## src/mode_sel_pkg.sv

```systemverilog
// Package of constants and carrier types for the control mode selector
package mode_sel_pkg;

	// Combined-mode codes
	localparam logic [7:0] CODE_PULSE_SPEED = 8'h06;
	localparam logic [7:0] CODE_PULSE_TORQUE = 8'h07;
	localparam logic [7:0] CODE_TABLE_SPEED = 8'h08;
	localparam logic [7:0] CODE_TABLE_TORQUE = 8'h09;
	localparam logic [7:0] CODE_SPEED_TORQUE = 8'h0a;
	localparam logic [7:0] CODE_PULSE_TABLE = 8'h0d;
	localparam logic [7:0] CODE_PULSE_TABLE_SPEED = 8'h0e;
	localparam logic [7:0] CODE_PULSE_TABLE_TORQUE = 8'h0f;

	// Register offsets
	localparam logic [11:0] ADDR_MODE = 12'h000;
	localparam logic [11:0] ADDR_LIMIT = 12'h004;
	localparam logic [11:0] ADDR_MAX_SPEED = 12'h008;
	localparam logic [11:0] ADDR_AVAIL = 12'h00c;
	localparam logic [11:0] ADDR_STATUS = 12'h010;
	localparam logic [11:0] ADDR_POS_TARGET = 12'h014;

	// Field positions
	localparam int LIMIT_SPEED_BIT = 0;
	localparam int LIMIT_TORQUE_BIT = 1;
	localparam int AVAIL_SPEED_BIT = 0;
	localparam int AVAIL_TORQUE_BIT = 1;
	localparam int MODE_ZERO_TORQUE_BIT = 8;

	// Reset values
	localparam logic [7:0] RST_MODE = 8'h06;
	localparam logic [1:0] RST_LIMIT = 2'h0;
	localparam logic [15:0] RST_MAX_SPEED = 16'hffff;
	localparam logic [1:0] RST_AVAIL = 2'h3;

	// Active control loop
	typedef enum logic [2:0] {
		LOOP_PULSE,
		LOOP_TABLE,
		LOOP_SPEED,
		LOOP_TORQUE,
		LOOP_HOLD
	} loop_t;

	// Command source: analog, zero or one of three presets
	typedef enum logic [2:0] {
		SRC_ANALOG,
		SRC_ZERO,
		SRC_PRESET1,
		SRC_PRESET2,
		SRC_PRESET3
	} src_t;

	// Digital selection inputs
	typedef struct packed {
		logic speed_or_position;
		logic speed_or_torque;
		logic torque_or_position;
		logic table_or_pulse;
		logic position_trigger;
		logic [1:0] speed_preset_select;
		logic [1:0] torque_preset_select;
		logic [5:0] position_preset_select;
	} sel_in_t;

	// Selection results
	typedef struct packed {
		loop_t loop;
		src_t speed_src;
		src_t torque_src;
		logic speed_limit_on;
		logic torque_limit_on;
		logic [15:0] speed_cap;
		logic [5:0] position_index;
		logic position_move;
	} sel_out_t;

endpackage

```

## src/servo_control_mode_selector.sv

```systemverilog
// Control loop selector with limit gating and APB configuration slave
//
// The register addresses and register access over APB were chosen for this implementation.
`timescale 1ns/100ps
module servo_control_mode_selector
(
	input wire logic clock,
	input wire logic rst,
	input wire logic psel,
	input wire logic penable,
	input wire logic pwrite,
	input wire logic [11:0] paddr,
	input wire logic [31:0] pwdata,
	output logic [31:0] prdata,
	output logic pready,
	output logic pslverr,
	input wire logic servo_enable,
	input wire mode_sel_pkg::sel_in_t sel_in,
	output mode_sel_pkg::sel_out_t sel_out
);

	////////////////////////////////////////////////////////////////////
	// Registers
	logic [7:0] mode_ff;
	logic [1:0] limit_ff;
	logic [15:0] max_speed_ff;
	logic [1:0] avail_ff;
	mode_sel_pkg::sel_in_t sync1_ff;
	mode_sel_pkg::sel_in_t sync2_ff;
	logic trig_prev_ff;
	logic armed_ff;
	logic [5:0] target_ff;
	logic servo_s1_ff;
	logic servo_s2_ff;
	logic prev_position_ff;
	mode_sel_pkg::sel_out_t out_ff;
	logic [31:0] prdata_ff;
	logic pready_ff;
	logic pslverr_ff;

	logic trig_rise;
	logic wr_en;
	logic rd_en;
	logic code_ok;
	logic in_position;
	mode_sel_pkg::loop_t nxt_loop;
	mode_sel_pkg::src_t nxt_speed_src;
	mode_sel_pkg::src_t nxt_torque_src;

	////////////////////////////////////////////////////////////////////
	// Input synchronisers
	// selection line sync
	always_ff @(posedge clock)
	begin
		if (rst)
		begin
			sync1_ff <= '0;
			sync2_ff <= '0;
		end
		else
		begin
			sync1_ff <= sel_in;
			sync2_ff <= sync1_ff;
		end
	end

	always_ff @(posedge clock)
	begin
		if (rst)
		begin
			servo_s1_ff <= 1'b0;
			servo_s2_ff <= 1'b0;
		end
		else
		begin
			servo_s1_ff <= servo_enable;
			servo_s2_ff <= servo_s1_ff;
		end
	end

	// Trigger edge history
	always_ff @(posedge clock)
	begin
		if (rst)
			trig_prev_ff <= 1'b0;
		else
			trig_prev_ff <= sync2_ff.position_trigger;
	end

	assign trig_rise = sync2_ff.position_trigger & ~trig_prev_ff;

	////////////////////////////////////////////////////////////////////
	// APB slave, zero wait states
	// Writes land at the edge where ready is sampled high
	assign wr_en = psel & penable & pwrite & pready_ff;
	assign rd_en = psel & ~penable & ~pwrite;

	always_comb
	begin
		unique case (pwdata[7:0])
			mode_sel_pkg::CODE_PULSE_SPEED,
			mode_sel_pkg::CODE_PULSE_TORQUE,
			mode_sel_pkg::CODE_TABLE_SPEED,
			mode_sel_pkg::CODE_TABLE_TORQUE,
			mode_sel_pkg::CODE_SPEED_TORQUE,
			mode_sel_pkg::CODE_PULSE_TABLE,
			mode_sel_pkg::CODE_PULSE_TABLE_SPEED,
			mode_sel_pkg::CODE_PULSE_TABLE_TORQUE: code_ok = 1'b1;
			default: code_ok = 1'b0;
		endcase
		if (pwdata[mode_sel_pkg::MODE_ZERO_TORQUE_BIT])
			code_ok = 1'b0;
	end

	// Mode code, only a listed combination is taken
	always_ff @(posedge clock)
	begin
		if (rst)
			mode_ff <= mode_sel_pkg::RST_MODE;
		else if (wr_en && paddr == mode_sel_pkg::ADDR_MODE && code_ok)
			mode_ff <= pwdata[7:0];
	end

	// Limit enables
	always_ff @(posedge clock)
	begin
		if (rst)
			limit_ff <= mode_sel_pkg::RST_LIMIT;
		else if (wr_en && paddr == mode_sel_pkg::ADDR_LIMIT)
			limit_ff <= pwdata[1:0];
	end

	// Speed cap value
	always_ff @(posedge clock)
	begin
		if (rst)
			max_speed_ff <= mode_sel_pkg::RST_MAX_SPEED;
		else if (wr_en && paddr == mode_sel_pkg::ADDR_MAX_SPEED)
			max_speed_ff <= pwdata[15:0];
	end

	// Which preset select lines are wired
	always_ff @(posedge clock)
	begin
		if (rst)
			avail_ff <= mode_sel_pkg::RST_AVAIL;
		else if (wr_en && paddr == mode_sel_pkg::ADDR_AVAIL)
			avail_ff <= pwdata[1:0];
	end

	// Ready pulse in the access phase, never a wait state
	always_ff @(posedge clock)
	begin
		if (rst)
			pready_ff <= 1'b0;
		else
			pready_ff <= psel & ~penable;
	end

	// Error answer decided in the setup cycle, stands with ready
	always_ff @(posedge clock)
	begin
		if (rst)
			pslverr_ff <= 1'b0;
		else if (psel & ~penable)
		begin
			unique case (paddr)
				mode_sel_pkg::ADDR_MODE:
					pslverr_ff <= pwrite & ~code_ok;
				mode_sel_pkg::ADDR_LIMIT,
				mode_sel_pkg::ADDR_MAX_SPEED,
				mode_sel_pkg::ADDR_AVAIL:
					pslverr_ff <= 1'b0;
				// Status and target are read-only
				mode_sel_pkg::ADDR_STATUS,
				mode_sel_pkg::ADDR_POS_TARGET:
					pslverr_ff <= pwrite;
				default:
					pslverr_ff <= 1'b1;
			endcase
		end
		else
			pslverr_ff <= 1'b0;
	end

	// Read data captured in the setup cycle so that it stands with ready
	always_ff @(posedge clock)
	begin
		if (rst)
			prdata_ff <= '0;
		else if (rd_en)
		begin
			unique case (paddr)
				mode_sel_pkg::ADDR_MODE:
					prdata_ff <= {24'h0, mode_ff};
				mode_sel_pkg::ADDR_LIMIT:
					prdata_ff <= {30'h0, limit_ff};
				mode_sel_pkg::ADDR_MAX_SPEED:
					prdata_ff <= {16'h0, max_speed_ff};
				mode_sel_pkg::ADDR_AVAIL:
					prdata_ff <= {30'h0, avail_ff};
				mode_sel_pkg::ADDR_STATUS:
					prdata_ff <= {27'h0, armed_ff, servo_s2_ff, out_ff.loop};
				mode_sel_pkg::ADDR_POS_TARGET:
					prdata_ff <= {26'h0, target_ff};
				default:
					prdata_ff <= '0;
			endcase
		end
	end

	assign prdata = prdata_ff;
	assign pready = pready_ff;
	assign pslverr = pslverr_ff;

	////////////////////////////////////////////////////////////////////
	// Position-side decision per mode
	always_comb
	begin
		in_position = 1'b0;
		unique case (mode_ff)
			mode_sel_pkg::CODE_PULSE_SPEED,
			mode_sel_pkg::CODE_TABLE_SPEED,
			mode_sel_pkg::CODE_PULSE_TABLE_SPEED:
				in_position = ~sync2_ff.speed_or_position;
			mode_sel_pkg::CODE_PULSE_TORQUE,
			mode_sel_pkg::CODE_TABLE_TORQUE,
			mode_sel_pkg::CODE_PULSE_TABLE_TORQUE:
				in_position = ~sync2_ff.torque_or_position;
			mode_sel_pkg::CODE_PULSE_TABLE:
				in_position = 1'b1;
			default:
				in_position = 1'b0;
		endcase
	end

	// Trigger arm and target latch on a trigger rising edge while in position
	always_ff @(posedge clock)
	begin
		if (rst)
		begin
			prev_position_ff <= 1'b0;
			armed_ff <= 1'b0;
			target_ff <= '0;
		end
		else
		begin
			prev_position_ff <= in_position;
			if (!in_position)
				armed_ff <= 1'b0;
			else if (trig_rise)
			begin
				armed_ff <= 1'b1;
				target_ff <= sync2_ff.position_preset_select;
			end
			else if (!prev_position_ff)
				armed_ff <= 1'b0;
		end
	end

	////////////////////////////////////////////////////////////////////
	// Loop selection
	always_comb
	begin
		nxt_loop = mode_sel_pkg::LOOP_SPEED;
		unique case (mode_ff)
			mode_sel_pkg::CODE_SPEED_TORQUE:
				nxt_loop = sync2_ff.speed_or_torque ? mode_sel_pkg::LOOP_TORQUE
					: mode_sel_pkg::LOOP_SPEED;
			mode_sel_pkg::CODE_PULSE_SPEED,
			mode_sel_pkg::CODE_TABLE_SPEED,
			mode_sel_pkg::CODE_PULSE_TABLE_SPEED:
				nxt_loop = mode_sel_pkg::LOOP_SPEED;
			default:
				nxt_loop = mode_sel_pkg::LOOP_TORQUE;
		endcase
		if (in_position)
		begin
			if (!armed_ff && mode_ff != mode_sel_pkg::CODE_PULSE_TABLE)
				nxt_loop = mode_sel_pkg::LOOP_HOLD;
			else if (mode_ff == mode_sel_pkg::CODE_TABLE_SPEED
				|| mode_ff == mode_sel_pkg::CODE_TABLE_TORQUE)
				nxt_loop = mode_sel_pkg::LOOP_TABLE;
			else if (mode_ff == mode_sel_pkg::CODE_PULSE_SPEED
				|| mode_ff == mode_sel_pkg::CODE_PULSE_TORQUE)
				nxt_loop = mode_sel_pkg::LOOP_PULSE;
			else
				nxt_loop = sync2_ff.table_or_pulse ? mode_sel_pkg::LOOP_TABLE
					: mode_sel_pkg::LOOP_PULSE;
		end
	end

	// Command sources from preset selects
	always_comb
	begin
		unique case (avail_ff[mode_sel_pkg::AVAIL_SPEED_BIT] ?
			sync2_ff.speed_preset_select : 2'h0)
			2'h0: nxt_speed_src = mode_sel_pkg::SRC_ANALOG;
			2'h1: nxt_speed_src = mode_sel_pkg::SRC_PRESET1;
			2'h2: nxt_speed_src = mode_sel_pkg::SRC_PRESET2;
			2'h3: nxt_speed_src = mode_sel_pkg::SRC_PRESET3;
		endcase
		unique case (avail_ff[mode_sel_pkg::AVAIL_TORQUE_BIT] ?
			sync2_ff.torque_preset_select : 2'h0)
			2'h0: nxt_torque_src = mode_sel_pkg::SRC_ANALOG;
			2'h1: nxt_torque_src = mode_sel_pkg::SRC_PRESET1;
			2'h2: nxt_torque_src = mode_sel_pkg::SRC_PRESET2;
			2'h3: nxt_torque_src = mode_sel_pkg::SRC_PRESET3;
		endcase
		if (!servo_s2_ff)
			nxt_torque_src = mode_sel_pkg::SRC_ZERO;
	end

	////////////////////////////////////////////////////////////////////
	// Output register
	always_ff @(posedge clock)
	begin
		if (rst)
		begin
			out_ff <= '0;
			out_ff.loop <= mode_sel_pkg::LOOP_HOLD;
			out_ff.torque_src <= mode_sel_pkg::SRC_ZERO;
		end
		else
		begin
			out_ff.loop <= nxt_loop;
			out_ff.speed_src <= nxt_speed_src;
			out_ff.torque_src <= nxt_torque_src;
			out_ff.speed_limit_on <= limit_ff[mode_sel_pkg::LIMIT_SPEED_BIT]
				& (nxt_loop == mode_sel_pkg::LOOP_TORQUE);
			out_ff.torque_limit_on <= limit_ff[mode_sel_pkg::LIMIT_TORQUE_BIT]
				& (nxt_loop != mode_sel_pkg::LOOP_TORQUE);
			out_ff.speed_cap <= max_speed_ff;
			out_ff.position_index <= target_ff;
			out_ff.position_move <= armed_ff & in_position;
		end
	end

	assign sel_out = out_ff;

endmodule

```

## config.mk

```make
export PLATFORM = sky130hd
export DESIGN_NAME = servo_control_mode_selector
export DESIGN_NICKNAME = d
export VERILOG_FILES = /design/src/mode_sel_pkg.sv /design/src/servo_control_mode_selector.sv
export SDC_FILE = /design/constraint.sdc
export NUM_CORES = 1
export LEC_CHECK = 0
export BUFFER_PORTS_ARGS = -buffer_cell sky130_fd_sc_hd__buf_2
export CORE_MARGIN = 4
export CORE_UTILIZATION = 51
export DETAILED_ROUTE_END_ITERATION = 12
export HOLD_SLACK_MARGIN = 0.1
export PLACE_DENSITY = 0.86
export SLEW_MARGIN = 20
export SYNTH_ARGS = -nofsm -noshare
export SYNTH_HDL_FRONTEND = slang
export SYNTH_SLANG_ARGS = --single-unit
```

## constraint.sdc

```tcl
create_clock -name clock -period 2.25 [get_ports clock]
set_clock_uncertainty 0.05 [all_clocks]
set_input_delay 0.1125 -clock clock [delete_from_list [all_inputs] [get_ports clock]]
set_output_delay 0.1125 -clock clock [all_outputs]
set_load 0.01 [all_outputs]
```

# Word-level counts from Yosys, hierarchy flattened
# Memory sizes are Yosys's and may differ from the RTL's.
# Index checks and enable logic that the tools add are counted.
# Widths: inputs -> output; s select.
# classes
magnitude_cmp	0
bitwise_logic	19
div	0
n_shift	0
mul	0
n_mux	18
n_eq_ne	23
addsub	0
n_reduce_logical	21
# ops
cell	n
$pmux 16 s6	1
$eq 8x4->1 const B	6
$eq 12x4->1 const B	2
$eq 12x5->1 const B	2
$pmux 3 s4	2
$eq 8x3->1 const B	2
$eq 12x3->1 const B	1
$logic_not 12->1	1
$and 1x1->1	10
$not 1->1	9
$reduce_or 3->1	3
$eq 2x2->1 const B	4
$mux 1	8
$ne 8x4->1 const B	1
$reduce_or 2->1	4
$logic_and 1x1->1	6
$mux 3	2
$pmux 1 s3	2
$eq 2x1->1 const B	2
$logic_not 2->1	2
$logic_not 4->1	1
$mux 2	2
$eq 3x2->1 const B	1
$ne 3x2->1 const B	1
other kinds (5)	6
# word_totals
regBits	137
mem_bits_rw	0
elab_cells	119
input_bits	65
latch_bits	0
memories	1
rom_bits	16
out_inout_bits	68
# memory_table
name	words	width	rd	rd_clocked_by_memory_dff	write_ports	line	source
(no name shown)	16	1	1	0	0	servo_control_mode_selector.sv:100	unique case (pwdata[7:0])

# Depth between registers and ports, before layout
# Gate-level depths: netlist (run 1).
# depth
word_depth	8
mapped_depth	7
depth_no_buf	4

# Least setup slack after synthesis (run 1)
# No wires, ideal clock.
# synth_path
path_kind	register to register
from	reg mode_ff[7]
to	reg target_ff[0]
synth_period_minus_slack_ns	1.755
path_slack_ns	0.495
setup_time_ns	0.121
t_arrival_ns	1.584
path_stages_with_launch	5
n_path_buf	1
path_cell_list	dfxtp_1 -> or4_1 -> buf_2 -> a211oi_4 -> mux2_2
# synth_between
elab_chain_cells	4
elab_cells_between_ends	11
classes_between	eq/ne: 7; mux: 1; reduce/logical: 3
# synth_lines
item	line	source
from (decl)	servo_control_mode_selector.sv:24	logic [7:0] mode_ff;
from (signal assigned)	servo_control_mode_selector.sv:119	mode_ff <= mode_sel_pkg::RST_MODE;
from (signal assigned)	servo_control_mode_selector.sv:121	mode_ff <= pwdata[7:0];
$eq 8x4->1 or $eq 8x3->1 (tied branches)	servo_control_mode_selector.sv:221	unique case (mode_ff)
$reduce_or 3->1	servo_control_mode_selector.sv:221	
$pmux 1 s3 (*)	servo_control_mode_selector.sv:221	
$reduce_and 2->1 (no line) (*)	--	
to (signal assigned)	servo_control_mode_selector.sv:254	target_ff <= sync2_ff.position_preset_select;
to (decl)	servo_control_mode_selector.sv:32	logic [5:0] target_ff;
# Every way passes the cells marked *; elsewhere a longest branch is shown, timed or not.
# A chain may end at the register's enable or synchronous reset.

# Worst setup path after layout (run 1)
# layout_path
from	in paddr[8]
to	reg mode_ff[3]
# layout_between
elab_chain_cells	3
# layout_lines
item	line	source
from (decl)	servo_control_mode_selector.sv:12	input wire logic [11:0] paddr,
$logic_not 12->1	servo_control_mode_selector.sv:120	else if (wr_en && paddr == mode_sel_pkg::ADDR_MODE && code_ok)
$logic_and 1x1->1 (2 in a row)	servo_control_mode_selector.sv:120	
# Every way passes these cells.

==> flow_summary.yaml, run 1 <==
sta:
  setup_slack_ns: 0.05454
  hold_viol: 0
  rsz0062_at_grt: "true"
  fmax_mhz: 455.5
  slew_violations: 0
  relSlewSlack_pct: 41.07
  finalCritPeriodShare_pct: 97.58
  tightestPinTransition_ns: 0.8807
  period_minus_slack_ns: 2.195
  tns_ns: 0
  setup_viol: 0
placed_design:
  gp_congestion: 0.8752
  post-dp-hpwl_mm: 7.191
  portBuffers: 100
  place_ws_ns: 0.2590
  placed_cell_area_um2: 5156
logic_synthesis:
  syn_inst: 443
  yosysUniqueCellTypes: 58
  synth_area_um2: 4632
  yosys_warnings: 0
  synth_edf_count: 0
  synth_seq_area_share_pct: 52.30
  synthFlopType: "dfxtp_1"
  postSynthAreaPerCell_um2: 10.46
  synthArstFlopShare_pct: 0
  synth-seq-cells: 121
finish:
  layout_common_cells: "121 x dfxtp_1, 100 x buf_2, 64 x nor2b_1"
  final_nets: 667
  areaGrowthSynthToFinish_pct: 35.90
  multi_input_area_um2: 2011
  layout-drive-gt1-share_pct: 28.64
  seq_area_um2: 2422
  layout_commonest_cell: "dfxtp_1"
  num-fill-cells: 608
  design_area_um2: 6295
critical_path:
  crit_fanout: 7
  critPathSlowestCell: "dlygate4sd3_1"
  worstPathCellList: "dlygate4sd3_1 -> buf_2 -> nor4_4 -> nand4_4 -> nor4b_4 -> mux2i_1 -> dlygate4sd3_1"
  crit_arrival_ns: 2.61
  cp_common_cell: "dlygate4sd3_1"
  end_kind: "flip-flop"
  cp-start-kind: "input port"
  timing.rr.end: "target_ff[4]"
  criticalPathCategory: "input port to flip-flop"
  reg2reg_from: "mode_ff[3]"
  rr_worst_depth: 4
  crit_required_ns: 2.67
  r2r_slack_ns: 0.25
  max_stage_delay_ns: 0.56
detailed_routing:
  ant_nets: 0
  vias: 3810
  drt_iter0_markers: 225
  via_per_inst: 5.292
  wirelength_mm: 11.34
  drcViolationCount: 0
  wl_per_cell_um: 15.74
  first_pass_iters: 4
clocking:
  cts_max_level: 4
  clk_pin_slew_worst_paths_ns: 0.06
  numCtsBuffers: 17
  cts_root_buffer: "clkbuf_8"
  cts_tree: "yes"
  clock_latency_ns: 0.52
  cts_sinks: 121
  cts_buffer_depth: 2
floorplanning:
  core_area_um2: 8763
  rows: 34
  start_util_pct: 52.86
  design.die.area_um2: 10670
  die_x_um: 103.3
  die_y_um: 103.3
  ios: 133
hold_path:
  hp-class: "input port to flip-flop"
  hold_start: "paddr[1]"
  whs_path_depth: 5
  min_to: "prdata[13]"
flow_run:
  max-cap-violations: 0
global_route:
  grt_pass1_vias: 3766
  track_usage_pct: 22.00
  antenna_found_initial: 1
  grt_overflow_total: 0
  grt_max_degree: 65
  grt_pass1_wl_mm: 17.81
power_and_ir_drop:
  powerDensity_nw_per_um2: 812.0
  peakVddDrop_mv: 0.6383
  p_leak_nw: 2.708
outcome:
  status: "complete, no violations"
-- power by group --
| group | internal (mW) | switching, mW | leakage, nW | total, mW |
|---|---|---|---|---|
| clock | 1.63 | 0.945 | 0.270 | 2.57 |
| combinational | 0.157 | 0.170 | 1.45 | 0.327 |
| sequential | 2.20 | 0.0141 | 0.990 | 2.21 |
| total | 3.98 | 1.13 | 2.71 | 5.11 |
-- cells in the mapped netlist, drive strengths merged (2+ instances only) --
cell    number  area [um^2]
a211oi       2        27.53
a21boi       9        67.56
a21oi        5        25.02
a22o        11        96.34
a311o        8        80.08
a31o         2        17.52
a31oi        3        18.77
a32oi        2        17.52
and2         7        45.05
buf         27        183.9
clkbuf      17        63.81
dfxtp      121         2422
ha           4        50.05
inv          5        18.77
mux2        15        168.9
mux2i       11        110.1
nand2       21        78.83
nand3       19        95.09
nand3b       3        22.52
nand4       12        90.09
nor2        18        67.56
nor2b       64        400.4
nor3         5        36.29
nor3b        8        60.06
nor4         5        76.32
nor4b        2        32.53
o21ai       14        70.07
o31ai        2        15.01
-- metal layers --
layer / global-route usage [%] / up-vias / wire length, um
met4: 11.06 / 0 / 289
met3: 6.975 / 35 / 962
li1: - / 1838 / -
met5: 0 / - / 0
met2: 37.00 / 169 / 5581
met1: 25.19 / 1768 / 4503
-- final cells by class --
cell class                      instances  share of cell area, %
Tap cell                              108                  2.147
Inverter                                5                 0.2982
Clock inverter                         11                  1.948
Multi-Input combinational cell        288                  31.94
Timing Repair Buffer                  165                  18.01
Antenna cell                            1                0.03975
Clock buffer                           21                  7.136
Sequential cell                       121                  38.48
-- through the flow --
stage          util, %  total power, mW  hold WS, ns  std cells
2_1_floorplan        -            2.428       0.1513        458
3_3_place_gp     58.84            2.508       0.2694        631
3_5_place_dp     58.84            2.515       0.2757        631
4_1_cts          71.42            5.120      0.09933        716
5_1_grt          71.83            5.278       0.1464        720
6_report         71.83            5.111       0.1245        720
-- cells by family (layout without fill, tap and decap cells) --
| family | Yosys count | in the layout | share of synthesized area [%] |
|---|---|---|---|
| compound gates | 70 | 70 | 11.70 |
| fa+ha+maj | 4 | 4 | 1.081 |
| buf+inv | 49 | 202 | 5.754 |
| flops | 121 | 121 | 52.30 |
| mux | 26 | 26 | 6.024 |
| other cells | 1 | 17 | 0.08096 |
| simple gates | 172 | 172 | 23.07 |
-- state kept, by name, indices dropped and copies added, names as in the netlist, 2 cells and up --
signal        cells
sel_out          34
max_speed_ff     16
prdata           16
sync1_ff         15
sync2_ff         15
mode_ff           8
target_ff         6
avail_ff          2
limit_ff          2
-- repair_timing --
action | 4_1_cts | 5_1_grt
endpoints found under the hold margin | 63 | 0
gates resized for setup | 0 | 3
hold buffers | 53 | 0
endpoints found under the setup margin | 0 | 6
setup buffers | 0 | 3
-- worst max path at each step --
stage	from	endpoint	slack (ns)
global route	paddr[8]	mode_ff[3]	-0.05
detailed placement	mode_ff[3]	target_ff[3]	0.26
finish	paddr[8]	mode_ff[3]	0.05
global placement	mode_ff[3]	target_ff[3]	0.34
CTS	paddr[8]	mode_ff[3]	0.03
floorplan	mode_ff[7]	target_ff[0]	0.50
-- critical path, delay by kind of cell --
| family | cells | cell delay (ns) |
|---|---|---|
| and+or+nand+nor | 3 | 1.03 |
| buffers and inverters | 3 | 1.21 |
| muxes | 1 | 0.24 |
(Power assumes the default switching activity.)
==> inputs of run 2 (changes only) <==
- CAP_MARGIN: default -> 20
- CORE_MARGIN: 4 -> 2
==> run 2 against run 1 <==
  * Power up 2.3%
  * First-iteration DRC count is 28% lower
  * Sequential cell count is the same
  * Register-to-register slack worse by 0.06 ns
  * Worst setup slack gained 0.069 ns
  * Combinational power up 3%
  * Count of clock-buffer cells in the layout shrank 3
  * Via count fell by 0.13%
  * Largest power group unchanged
  * Clock power increased by 4%
  * Sequential share of layout area down 0.50 points
  * Cell count rose by 0.69%
==> flow_summary.yaml, run 2 (synthesis gave the netlist of run 1 again) <==
sta:
  relSlewSlack_pct: 46.85
  tns_ns: 0
  rsz0062_at_grt: "false"
  fin_hold_ws_ns: 0.1519
  period_minus_slack_ns: 2.127
  hold_viol: 0
  setup_slack_ns: 0.1231
  finalCritPeriodShare_pct: 94.53
  slew_violations: 0
  fmax_mhz: 470.2
  tightestPinTransition_ns: 0.7944
  setup_viol: 0
critical_path:
  crit_fanout: 25
  crit_arrival_ns: 2.52
  max_stage_delay_ns: 0.56
  critPathSlowestCell: "dlygate4sd3_1"
  criticalPathCategory: "input port to flip-flop"
  cpLargestDelayFamily: "buffers and inverters"
  r2r_slack_ns: 0.19
  cp-start-kind: "input port"
  end_kind: "flip-flop"
  worstPathCellList: "dlygate4sd3_1 -> buf_2 -> nor4_4 -> and4_4 -> nand3_1 -> nand3_1 -> dlygate4sd3_1"
  crit_required_ns: 2.65
  path_buf_inv: 3
power_and_ir_drop:
  powerDensity_nw_per_um2: 820.2
  power.total_mw: 5.231
  p_leak_nw: 2.755
  peakVddDrop_mv: 0.5315
floorplanning:
  die_x_um: 99.30
  rows: 34
  start_util_pct: 52.86
  design.die.area_um2: 9860
  die_y_um: 99.30
  core_area_um2: 8763
  ios: 133
detailed_routing:
  wl_met1_mm: 4.504
  wl_per_cell_um: 15.06
  highest_layer: "met4"
  drt_iter0_markers: 161
  ant_nets: 0
  wirelength_mm: 10.92
  first_pass_iters: 4
  drcViolationCount: 0
  vias: 3805
  via_per_inst: 5.248
  wl_met3_um: 799
  met2_length_mm: 5.430
global_route:
  grt_overflow_total: 0
  grt_pass1_wl_mm: 17.55
  antenna_found_initial: 0
  grt_pass1_vias: 3735
  grt_max_degree: 60
  track_usage_pct: 22.59
finish:
  areaGrowthSynthToFinish_pct: 37.68
  num-fill-cells: 605
  diodes: 0
  final_nets: 673
  largest_reg_flops: 34
  layout-drive-gt1-share_pct: 28.36
  layout_commonest_cell: "dfxtp_1"
  layout_common_cells: "121 x dfxtp_1, 100 x buf_2, 64 x nor2b_1"
clocking:
  cts_root_buffer: "clkbuf_8"
  numCtsBuffers: 17
  cts_buffer_depth: 2
  cts_max_level: 4
  cts_sinks: 121
  clk_pin_slew_worst_paths_ns: 0.06
  clock_latency_ns: 0.51
  cts_tree: "yes"
hold_path:
  hp-class: "input port to flip-flop"
placed_design:
  post-dp-hpwl_mm: 7.074
  place_ws_ns: 0.3128
  portBuffers: 100
  gp_congestion: 0.8438
flow_run:
  max-cap-violations: 0
outcome:
  status: "complete, no violations"
run 2: area by class of cell:
type	count	area [um^2]	area share, %
Timing Repair Buffer	171	1194	18.72
Inverter	5	18.77	0.2943
Clock buffer	18	427.9	6.710
Clock inverter	14	172.7	2.707
Tap cell	108	135.1	2.119
Multi-Input combinational cell	288	2007	31.47
Sequential cell	121	2422	37.98
run 2: through the flow:
stage                     utilization, %  instance area (um^2)  instances
after floorplan                        -                  4688        458
after global placement             59.01                  5171        633
after detailed placement           59.01                  5171        633
after CTS                          72.60                  6362        724
after global routing               72.77                  6377        725
final                              72.77                  6377        725
run 2: worst paths after layout:
kind / end / startpoint / cells after the start
setup / recovery: max_speed_ff[6] / paddr[1] / 7
hold / removal: prdata[1] / psel / 4
setup reg to reg: max_speed_ff[6] / pready / 5
hold reg to reg: sync2_ff[6] / sync1_ff[6] / 1
run 2: timing repair:
action | 4_1_cts | 5_1_grt
endpoints found under the setup margin | 0 | 9
buffers inserted | 0 | 1
hold buffers | 59 | 0
hold endpoints to repair | 61 | 0
resized for setup | 0 | 2
run 2: power by group:
part | internal, mW | switching [mW] | total (mW) | leakage, nW
combinational | 0.167 | 0.170 | 0.337 | 1.47
sequential | 2.20 | 0.0139 | 2.21 | 0.990
clock | 1.72 | 0.964 | 2.68 | 0.291
total | 4.08 | 1.15 | 5.23 | 2.75
run 2: worst reg2reg max path, cell delays in order, from the launching register on:
cell,delay [ns]
dfxtp_1,0.33
nand4_1,0.20
or2_2,0.40
o21ai_0,0.21
nand3_1,0.15
dlygate4sd3_1,0.59
run 2: metal layers:
layer / track usage (%) / vias up
met5: 0 / -
met4: 9.062 / 0
met3: 7.590 / 18
met2: 38.25 / 155
met1: 26.36 / 1782
li1: - / 1850
